==> src/verilog/dfg_defines.svh <==
// Constants for the DDR input FIFO and gearing block.
// Assumes inclusion by bare name from design files.
`ifndef DFG_DEFINES_SVH
`define DFG_DEFINES_SVH
`define DFG_PTR_W        3
`define DFG_FIFO_DEPTH   8
`define DFG_PTR_OFFSET   3'h4
`define DFG_GEAR_X1      2'h0
`define DFG_GEAR_X2      2'h1
`define DFG_GEAR_71      2'h2
`define DFG_WORD_W       7
`define DFG_GEAR_SPARE   2'h3
`define DFG_W_X1         4'h2
`define DFG_W_X2         4'h4
`define DFG_W_71         4'h7
`endif

==> src/verilog/dfg_pkg.sv <==
// Types shared by the DDR input FIFO and gearing block.
// Assumes the defines header is on the include path.
`include "dfg_defines.svh"
package dfg_pkg;
    typedef logic [`DFG_PTR_W-1:0] dfg_ptr_t;
    typedef struct packed {
        dfg_ptr_t wr;
        dfg_ptr_t rd;
    } dfg_ptrs_t;
    typedef struct packed {
        logic [`DFG_WORD_W-1:0] data;
        logic                   valid;
    } dfg_word_t;
endpackage

==> src/verilog/dfg_fifo.sv <==
// Small flip-flop FIFO with valid/ready on both sides.
// Assumes one clock; used as the slow-word output buffer.
`timescale 1ns/1ps
module dfg_fifo
    import dfg_pkg::*;
#(
    parameter int WIDTH = 7,
    parameter int DEPTH = 8
) (
    input  wire logic             clk,
    input  wire logic             rstn,
    input  wire logic             in_valid,
    output logic                  in_ready,
    input  wire logic [WIDTH-1:0] in_data,
    output logic                  out_valid,
    input  wire logic             out_ready,
    output logic      [WIDTH-1:0] out_data
);
    localparam int AW = $clog2(DEPTH);
    typedef struct packed {
        logic [DEPTH-1:0][WIDTH-1:0] mem;
        logic [AW-1:0]               wp;
        logic [AW-1:0]               rp;
        logic [AW:0]                 cnt;
    } dfg_fst_t;
    dfg_fst_t st;
    dfg_fst_t next_st;
    logic     push;
    logic     pop;

    // Honest flags from the occupancy count
    assign in_ready  = (st.cnt != (AW+1)'(DEPTH));
    assign out_valid = (st.cnt != '0);
    assign out_data  = st.mem[st.rp];
    assign push      = in_valid && in_ready;
    assign pop       = out_valid && out_ready;

    // Next state
    always_comb begin
        next_st = st;
        if (push) begin
            next_st.mem[st.wp] = in_data;
            next_st.wp = (st.wp == AW'(DEPTH-1)) ? '0 : st.wp + 1'b1;
        end
        if (pop) begin
            next_st.rp = (st.rp == AW'(DEPTH-1)) ? '0 : st.rp + 1'b1;
        end
        next_st.cnt = st.cnt + (AW+1)'(push) - (AW+1)'(pop);
    end

    always_ff @(posedge clk or negedge rstn) begin
        if (!rstn) begin
            st <= '0;
        end else begin
            st <= next_st;
        end
    end
endmodule

==> src/verilog/dfg_top.sv <==
// DDR read capture: per-pin input FIFO, shared pointer control, gearing.
// Assumes strobe, edge and slow clocks arrive as pins sampled by core_clk.
// Assumes gear_mode only changes while gear_reset is held.
// Assumes the core drains each output buffer before it fills.
// Overview of operation
// RULE1 - One input FIFO per single-ended data pin.
// RULE2 - FIFO output feeds the deserialising gear logic.
// RULE3 - FIFO moves data from strobe domain to edge clock domain.
// RULE4 - FIFO writes on edges of the delayed strobe.
// RULE5 - FIFO reads on edges of the edge clock.
// RULE6 - Edge clock must run at the strobe frequency.
// RULE7 - One FIFO control block per strobe group.
// RULE8 - Control block broadcasts shared pointers to every cell pair.
// RULE9 - Each pin gives one high-speed serial bit.
// RULE10 - Parallel word is 2, 4 or 7 bits per gearing ratio.
// RULE11 - Core word align request slips the word boundary.
// RULE12 - Reset input clears gear and capture registers.
// RULE13 - Read data is captured on the group strobe clock.
// RULE14 - Control block drives separate 3-bit read and write pointers.
// RULE15 - Read pointer trails write pointer by a fixed offset.
`timescale 1ns/1ps
module dfg_top
    import dfg_pkg::*;
#(
    parameter int PINS  = 4,
    parameter int DEPTH = `DFG_FIFO_DEPTH,
    parameter int OBUF  = 8
) (
    input  wire logic                          core_clk,
    input  wire logic                          rstn,
    input  wire logic                          strobe_clock,
    input  wire logic                          edge_clock,
    input  wire logic                          slow_clock,
    input  wire logic [PINS-1:0]               serial_in,
    input  wire logic                          gear_reset,
    input  wire logic [1:0]                    gear_mode,
    input  wire logic                          word_align_request,
    output dfg_ptrs_t                          group_pointers,
    output logic [PINS-1:0]                    word_valid,
    input  wire logic [PINS-1:0]               word_ready,
    output logic [PINS-1:0][`DFG_WORD_W-1:0]   word_data
);
    // Read-side phases, one-hot so each phase is a single flop
    typedef enum logic [2:0] {
        dfg_rd_idle = 3'b001,
        dfg_rd_fill = 3'b010,
        dfg_rd_run  = 3'b100
    } dfg_rd_state_t;

    typedef struct packed {
        // Two-flop synchronisers for the strobe, edge, slow, gear reset, align and data pins
        logic [1:0]                       s_sync;
        logic [1:0]                       e_sync;
        logic [1:0]                       k_sync;
        logic [1:0]                       r_sync;
        logic [1:0]                       a_sync;
        logic [PINS-1:0][1:0]             d_sync;

        // Previous synchronised levels for edge detection
        logic                             s_last;
        logic                             e_last;
        logic                             k_last;
        logic                             a_last;

        // Group control shared by all pins of the strobe group
        dfg_rd_state_t                    rd_state;
        dfg_ptr_t                         wr;
        dfg_ptr_t                         rd;

        // Per-pin capture FIFO and gear shifter; bit count and slip are shared by all pins
        logic [PINS-1:0][DEPTH-1:0]       fifo;
        logic [PINS-1:0][13:0]            shreg;
        logic [3:0]                       bitcnt;
        logic [2:0]                       slip;

        // Finished word waiting for a slow clock edge
        logic [PINS-1:0][`DFG_WORD_W-1:0] held;
        logic                             held_new;
        logic [PINS-1:0][`DFG_WORD_W-1:0] outw;
        logic [PINS-1:0]                  outv;
    } dfg_st_t;

    // Reset value; the read phase must start in its idle code, since
    // an all-zero state would be an illegal one-hot code
    localparam dfg_st_t st_reset_value =
        '{rd_state: dfg_rd_idle, default: '0};

    dfg_st_t st;
    dfg_st_t next_st;
    logic    s_rise;
    logic    e_rise;
    logic    k_rise;
    logic    a_rise;
    logic    grst;
    logic    rd_go;
    logic    word_done;
    logic [3:0] width;
    logic [PINS-1:0] buf_ready;

    // Edge detect on the second sync stage only
    assign s_rise = st.s_sync[1] && !st.s_last;
    assign e_rise = st.e_sync[1] && !st.e_last;
    assign k_rise = st.k_sync[1] && !st.k_last;
    assign a_rise = st.a_sync[1] && !st.a_last;
    assign grst   = st.r_sync[1];

    // Word width per gearing ratio [RULE10]
    always_comb begin
        unique case (gear_mode)
            `DFG_GEAR_X1:    width = `DFG_W_X1;
            `DFG_GEAR_X2:    width = `DFG_W_X2;
            `DFG_GEAR_71:    width = `DFG_W_71;
            `DFG_GEAR_SPARE: width = `DFG_W_71;  // Spare code runs as 7:1
        endcase
    end

    // One pointer pair fans out to every cell pair [RULE8] [RULE14]
    assign group_pointers = '{wr: st.wr, rd: st.rd};

    // A read slot: edge clock rise once the lead is built [RULE5]
    assign rd_go     = e_rise && (st.rd_state == dfg_rd_run);
    // Last bit of a word falls in this read slot [RULE10]
    assign word_done = rd_go && (st.bitcnt + 4'h1 >= width);

    always_comb begin
        next_st = st;
        // Two-stage synchronisers for the strobe, edge, slow, gear reset, align and data pins
        next_st.s_sync = {st.s_sync[0], strobe_clock};
        next_st.e_sync = {st.e_sync[0], edge_clock};
        next_st.k_sync = {st.k_sync[0], slow_clock};
        next_st.r_sync = {st.r_sync[0], gear_reset};
        next_st.a_sync = {st.a_sync[0], word_align_request};
        for (int p = 0; p < PINS; p++) begin
            next_st.d_sync[p] = {st.d_sync[p][0], serial_in[p]};  // [RULE9]
        end
        next_st.s_last = st.s_sync[1];
        next_st.e_last = st.e_sync[1];
        next_st.k_last = st.k_sync[1];
        next_st.a_last = st.a_sync[1];

        // Group control: one write pointer per strobe group [RULE7]
        if (s_rise) begin
            for (int p = 0; p < PINS; p++) begin
                // Capture on strobe edge into per-pin FIFO [RULE1] [RULE4]
                next_st.fifo[p][st.wr] = st.d_sync[p][1];  // [RULE13]
            end
            next_st.wr = st.wr + 1'b1;
        end

        // Read phase: wait out gear reset, build the lead, then run.
        // Equal clock rates keep the lead fixed, so no flags are kept.
        unique case (st.rd_state)
            dfg_rd_idle: begin
                next_st.rd_state = dfg_rd_fill;
            end
            dfg_rd_fill: begin
                // Reads start once a fixed lead is built [RULE15]
                if (s_rise && st.wr == `DFG_PTR_OFFSET - 3'h1) begin
                    next_st.rd_state = dfg_rd_run;
                end
            end
            dfg_rd_run: begin
                next_st.rd_state = dfg_rd_run;
            end
            default: begin
                // Upset flop: rebuild the lead rather than read blind
                next_st.rd_state = dfg_rd_idle;
            end
        endcase

        // Slow clock edge hands the word to the output buffer. This
        // runs before the read slot, so a word finished in the same
        // cycle sets the pending flag again and waits for the next edge.
        next_st.outv = '0;
        if (k_rise && st.held_new) begin
            next_st.held_new = 1'b0;
            for (int p = 0; p < PINS; p++) begin
                next_st.outw[p] = st.held[p];
                next_st.outv[p] = buf_ready[p];  // Full buffer drops word
            end
        end

        // Read on edge clock; same rate keeps the lead constant [RULE5]
        if (rd_go) begin
            next_st.rd = st.rd + 1'b1;
            for (int p = 0; p < PINS; p++) begin
                // FIFO output into the gear shifter [RULE2] [RULE3]
                next_st.shreg[p] = {st.shreg[p][12:0], st.fifo[p][st.rd]};
            end
            if (word_done) begin
                next_st.bitcnt = 4'h0;
                for (int p = 0; p < PINS; p++) begin
                    next_st.held[p] = '0;
                    for (int b = 0; b < `DFG_WORD_W; b++) begin
                        if (4'(b) < width) begin
                            next_st.held[p][b] =
                                next_st.shreg[p][4'(b) + 4'(st.slip)];
                        end
                    end
                end
                next_st.held_new = 1'b1;
            end else begin
                next_st.bitcnt = st.bitcnt + 4'h1;
            end
        end

        // Align request slips the boundary by one bit [RULE11]
        if (a_rise) begin
            next_st.slip = (4'(st.slip) + 4'h1 >= width) ? 3'h0
                                                       : st.slip + 3'h1;
        end

        // Gear reset clears capture and gear state [RULE12]
        if (grst) begin
            next_st.wr       = '0;
            next_st.rd       = '0;
            next_st.rd_state = dfg_rd_idle;
            next_st.shreg    = '0;
            next_st.bitcnt   = 4'h0;
            next_st.slip     = 3'h0;
            next_st.held     = '0;
            next_st.held_new = 1'b0;
            next_st.outv     = '0;
        end
    end

    always_ff @(posedge core_clk or negedge rstn) begin
        if (!rstn) begin
            st <= st_reset_value;
        end else begin
            st <= next_st;
        end
    end

    // Per-pin output buffer; the core may stall it with word_ready
    for (genvar p = 0; p < PINS; p++) begin : g_buf
        dfg_fifo #(
            .WIDTH (`DFG_WORD_W),
            .DEPTH (OBUF)
        ) u_buf (
            .clk       (core_clk),
            .rstn      (rstn),
            .in_valid  (st.outv[p]),
            .in_ready  (buf_ready[p]),
            .in_data   (st.outw[p]),
            .out_valid (word_valid[p]),
            .out_ready (word_ready[p]),
            .out_data  (word_data[p])
        );
    end
endmodule

==> config.mk <==
export PLATFORM = sky130hd
export DESIGN_NAME = dfg_top
export DESIGN_NICKNAME = d
export VERILOG_FILES = /design/src/verilog/dfg_pkg.sv /design/src/verilog/dfg_fifo.sv /design/src/verilog/dfg_top.sv
export VERILOG_INCLUDE_DIRS = /design/src /design/src/verilog
export SDC_FILE = /design/constraint.sdc
export NUM_CORES = 1
export LEC_CHECK = 0
export BUFFER_PORTS_ARGS = -buffer_cell sky130_fd_sc_hd__buf_2
export CAP_MARGIN = 5
export CELL_PAD_IN_SITES_DETAIL_PLACEMENT = 1
export CELL_PAD_IN_SITES_GLOBAL_PLACEMENT = 1
export CORE_MARGIN = 4
export CORE_UTILIZATION = 57
export DETAILED_ROUTE_END_ITERATION = 10
export PLACE_DENSITY_LB_ADDON = 0.05
export SLEW_MARGIN = 10
export SYNTH_ARGS = -nofsm -noshare
export SYNTH_HDL_FRONTEND = slang
export SYNTH_SLANG_ARGS = --single-unit
==> constraint.sdc <==
create_clock -name core_clk -period 5.3 [get_ports core_clk]
set_input_delay 0.265 -clock core_clk [delete_from_list [all_inputs] [get_ports core_clk]]
set_output_delay 0.265 -clock core_clk [all_outputs]
set_load 0.01 [all_outputs]
Word-level counts from Yosys, hierarchy flattened
Index checks and enable logic that the tools add are counted.
Widths: inputs -> output; s select.
{ "totals": {"inputBits": 17, "elab_cells": 334, "ff_bits": 447} }
{ "classes": {"eq_ne": 20, "muxes": 141, "order_cmp": 31, "n_reduce_logical": 36, "addsub": 26} }
{ "op_table": {"columns": ["op", "n"], "rows": [
  ["$bwmux 56", 4],
  ["$bmux 1 s4", 24],
  ["$mux 91", 1],
  ["$bmux 7 s3", 4],
  ["$demux 7 s3", 4],
  ["$mux 1", 61],
  ["$mux 59", 1],
  ["$mux 29", 2],
  ["$mux 7", 8],
  ["$lt 3x4->1 const B", 10],
  ["$mux 3", 13],
  ["$add 3x1->3 const B", 11],
  ["$mux 33", 1],
  ["$bwmux 8", 4],
  ["$lt 4x5->1 const B", 6],
  ["$eq 3x3->1 const B", 9],
  ["$bmux 1 s3", 8],
  ["$logic_and 1x1->1", 21],
  ["$add 4x1->4", 4],
  ["$ne 4x4->1 const B", 4],
  ["$reduce_bool 4->1", 4],
  ["$sub 4x1->4", 4],
  ["$ge 3x1->1 const B", 5],
  ["$add 3x3->4 const A", 3],
  ["other kinds (23)", 38]
]} }

Logic depth before layout (Yosys ltp)
{ "depth": {"depth_word": 8, "mapped_depth": 13} }

Modules after synthesis
From an unflattened synthesis, not the netlist that was laid out.
{ "hier_totals": {"cells_unflattened": 1672, "area_unflattened_um2": 22534.1} }
{ "by_module_without_submodules": {"columns": ["module", "cells_per_inst", "n_inst", "area_each_um2"], "rows": [
  ["dfg_top", 885, 1, 9683.0],
  ["dfg_fifo (g_buf[0].u_buf ...)", 196, 3, 3209.3],
  ["dfg_fifo (g_buf[3].u_buf)", 199, 1, 3223.1]
]} }

Least setup slack after synthesis
No wires, ideal clock.
{ "synth_path": {"path_kind": "reg-to-reg", "start": "register st[62] (netlist name)", "end": "register st[41] (netlist name)", "arrival_ns": 2.732, "synth_period_minus_slack_ns": 2.854, "slack_ns": 2.446, "n_path_buf": 5, "setup_ns": 0.122, "stages_incl_launch_ff": 11, "cell_sequence": "dfrtp_1 -> buf_4 -> buf_2 -> inv_1 -> buf_2 -> ha_1 -> buf_2 -> buf_4 -> mux4_2 -> mux4_1 -> a32o_1"} }
{ "synth_via": {"elab_chain_cells": 7} }
{ "synth_lines": {"columns": ["element", "line", "rtl"], "rows": [
  ["start: declaration", "dfg_top.sv:88", "dfg_st_t st;"],
  ["start signal: assignment", "dfg_top.sv:229", "st <= st_reset_value;"],
  ["start signal: assignment", "dfg_top.sv:231", "st <= next_st;"],
  ["$add 3x1->4", "dfg_top.sv:197", "next_st.shreg[p][4'(b) + 4'(st.slip)];"],
  ["$bmux 1 s4", "dfg_top.sv:197", null],
  ["$mux 1 (implied by the code)", "dfg_top.sv:197", null],
  ["$mux 1", "dfg_top.sv:195", "if (4'(b) < width) begin"],
  ["$mux 29", "dfg_top.sv:190", "if (word_done) begin"],
  ["$mux 29", "dfg_top.sv:184", "if (rd_go) begin"],
  ["$mux 91", "dfg_top.sv:214", "if (grst) begin"]
]} }
Every way passes these cells. The select of a mux whose other input is x is not followed.
A chain may end at the register's enable or synchronous reset.

Worst setup path in the final report
{ "layout_path": {"start": "register st[63] (netlist name)", "end": "register st[60] (netlist name)"} }
{ "layout_via": {"elab_chain_cells": 7} }
{ "layout_lines": {"columns": ["element", "line"], "rows": [
  ["$add 3x3->4", "dfg_top.sv:197"],
  ["$bmux 1 s4", "dfg_top.sv:197"],
  ["$mux 1 (implied by the code)", "dfg_top.sv:197"],
  ["$mux 1", "dfg_top.sv:195"],
  ["$mux 29", "dfg_top.sv:190"],
  ["$mux 29", "dfg_top.sv:184"],
  ["$mux 91", "dfg_top.sv:214"]
]} }
Every way passes these cells. The select of a mux whose other input is x is not followed.

==> out/results.txt <==
clock insertion delay at the later pin of the skew report -> 590 ps
path depth of the worst reg2reg path -> 7
Synth Area in Simple Gates -> 7.697%
ANT cells -> 0
Post-Synthesis Cells -> 1,695
synthesized area -> 22,170 µm²
Synth Area in Adders -> 3.521%
Global Route Usage Sum -> 27.12%
max_slew headroom -> 12.37%
post-synthesis xor/xnor area fraction -> 0.7167%
cts hold-fix bufs -> 10
CORE AREA -> 38,020 µm²
r2r endpoint -> st[60]
clock sink count -> 447
f_max -> 291.7 MHz
Multi-input gate area -> 10,300 µm²
effective utilization at floorplan -> 58.32%
Hold Startpoint -> word_ready[0]
PwrDens -> 351.6 nW/µm²
worst r2r src -> st[63]
full die area -> 42,120 µm²
Post-Route WL -> 55,110 µm
Worst EP arrival -> 3950 ps
post-CTS resize count -> 0
Initial DRC Count -> 821
io pins -> 55
row count -> 71
asr flop ratio synth -> 100.0%
Root Driver -> clkbuf_16
Final Wtd Congestion -> 0.9263
Worst VDD drop -> 229.7 µV
Final WS setup -> 1872 ps
number of synthesized flops with an enable pin -> 0
CP Class -> flip-flop to flip-flop
number of placed instances, taps included -> 2,176
chip width -> 205.2 µm
combinational family with the most area after synthesis -> multiplexers
Top FF cell, synth -> dfrtp_1
period utilisation layout -> 64.68%
most frequent cells in the layout -> dfrtp_1 (443), mux2_2 (329), nand2_1 (185), mux4_2 (82), a21oi_1 (80)
global-route wire length before repair -> 90,200 µm
DP Wirelength -> 35,120 µm
Endpoint, Worst Hold -> g_buf[0].u_buf.st[5]
total number of vias -> 14.19k
Synth Area per Inst -> 13.08 µm²
clock slew at reported path FFs -> 60 ps
mux cell area share after synthesis -> 27.81%
Hold Path Cell Cnt -> 4
pin count of the biggest net entering global routing -> 162
Seq cells post-synth -> 447
commonest non-fill, non-tap cell in the layout -> dfrtp_1
worst reg-to-reg setup slack -> 1870 ps
final setup violation count -> 0
initial antenna violation count -> 0
Setup TNS Final -> 0 ps
Post-layout nets -> 1,802
power consumption -> 0.008613 W
gr ovfl total -> 0
register area share after synthesis -> 50.45%
nature of the critical path endpoint -> flip-flop
WP data required -> 5820 ps
Max Root-Sink Buffers -> 3
Residual DRC -> 0
filler cell count in the final layout -> 3,691
Setup Fix Bufs, Post-CTS -> 0
Post-Layout Cell Count -> 2,275
Yosys cell types -> 71
RSZ-0062 raised after global routing -> no
CTS Buf Count -> 48
Port Buffers -> 54
Routed wire per std cell -> 24.23 µm
Die Ht -> 205.2 µm
worst slew pin tran -> 1304 ps
Hold WC Path Type -> input port to flip-flop
Leak Pwr -> 11.42 nW
Compound-Gate Fraction of Synth Area -> 6.698%
Place WS -> 1954 ps
crit path max fanout -> 21
DRT antenna net count -> 0
leading area contributor after synthesis -> dfrtp_1
# Max-Cap Violations -> 0
sequential cell area -> 11,190 µm²
Hold Vio Cnt, Final -> 0
syn nets -> 1,772
dominant cells by area after synthesis -> dfrtp_1 (50%), mux2_2 (17%), mux4_2 (8.3%)
Final Max Tran Viols -> 0
Synth Warn # -> 0
status -> finished, final reports clean
worst clock skew -> 20.53 ps
vias in the first global route -> 15.61k
H-tree levels -> 2
drt via density -> 6.236
share of the synthesized area in the top cell type -> 50.34%
Critical Path Start Type -> flip-flop
drt pass-1 iters -> 5
layout cell share with drive strength beyond 1 -> 33.73%
CTS tree -> built
Syn-to-layout area delta -> 10.48%
post-layout min period -> 3428 ps
==> power breakdown <==
part / total [W] / internal, W / switching, W
registers: 0.00399 / 0.00359 / 0.000402
logic: 0.00110 / 0.000572 / 0.000528
clock network: 0.00353 / 0.00211 / 0.00141
total: 0.00861 / 0.00627 / 0.00234
==> how the worst max path moves through the flow <==
stage | start | endpoint | depth (start not counted)
6_report | st[63] | st[60] | 7
4_1_cts | st[63] | st[60] | 7
2_1_floorplan | st[62] | st[41] | 10
3_5_place_dp | st[63] | st[60] | 7
5_1_grt | st[63] | st[46] | 7
3_3_place_gp | st[63] | st[46] | 7
==> metrics by stage <==
stage | utilization [%] | area, µm² | hold slack (ps)
3_3_place_gp | 59.74 | 22720 | 333.1
2_1_floorplan | - | 22170 | -30.59
5_1_grt | 64.43 | 24500 | 98.85
4_1_cts | 64.42 | 24490 | 63.16
6_report | 64.43 | 24500 | 87.35
3_5_place_dp | 59.74 | 22720 | 336.3
==> critical path: stages, from the launching register on <==
cell     delay (ps)
dfrtp_1         890
inv_2           300
ha_1            770
inv_1           370
nor3_1          450
nand3_1         160
a41oi_1         250
a32o_1          190
==> registers in the layout, summed over array words and instances (netlist names) <==
register / cells
g_buf.u_buf.st: 264
group_pointers: 6
next_st: 13
grst: 1
st: 163
==> synthesized netlist by cell type (12+ instances only) <==
library cell and count:
dfrtp_1 446, mux2_2 329, nand2_1 186, mux4_2 82, a21oi_1 81, ha_1 56, clkbuf_1 44, inv_1 43
mux2i_1 43, nor2_1 34, buf_2 27, nor3_1 27, nand3_1 19, o21ai_0 18, a32o_1 15, a21o_1 13
nor2b_1 13, buf_4 12
==> layout make-up <==
cell class,instances,area share [%]
flip-flops and latches,447,45.68
clock buffers,67,5.772
multi-input cells,1102,42.07
inverters,50,0.7661
well taps,511,2.610
clock inverters,22,1.083
repair buffers,76,2.023
==> kinds of logic after synthesis <==
kind of cell,Yosys count
AOI/OAI and AO/OA,217
xor gates and xnor gates,16
adders and majority gates,60
buffers and inverters,146
DFF,447
muxes,461
and+or+nand+nor,348
==> routing by layer <==
layer  part of all wire (%)  GRT usage, %
met5                      0             0
met4                    2.5         7.225
met3                    5.0         5.642
met2                     49         44.84
met1                     43         37.07
Power figures use the tool's default switching activity.
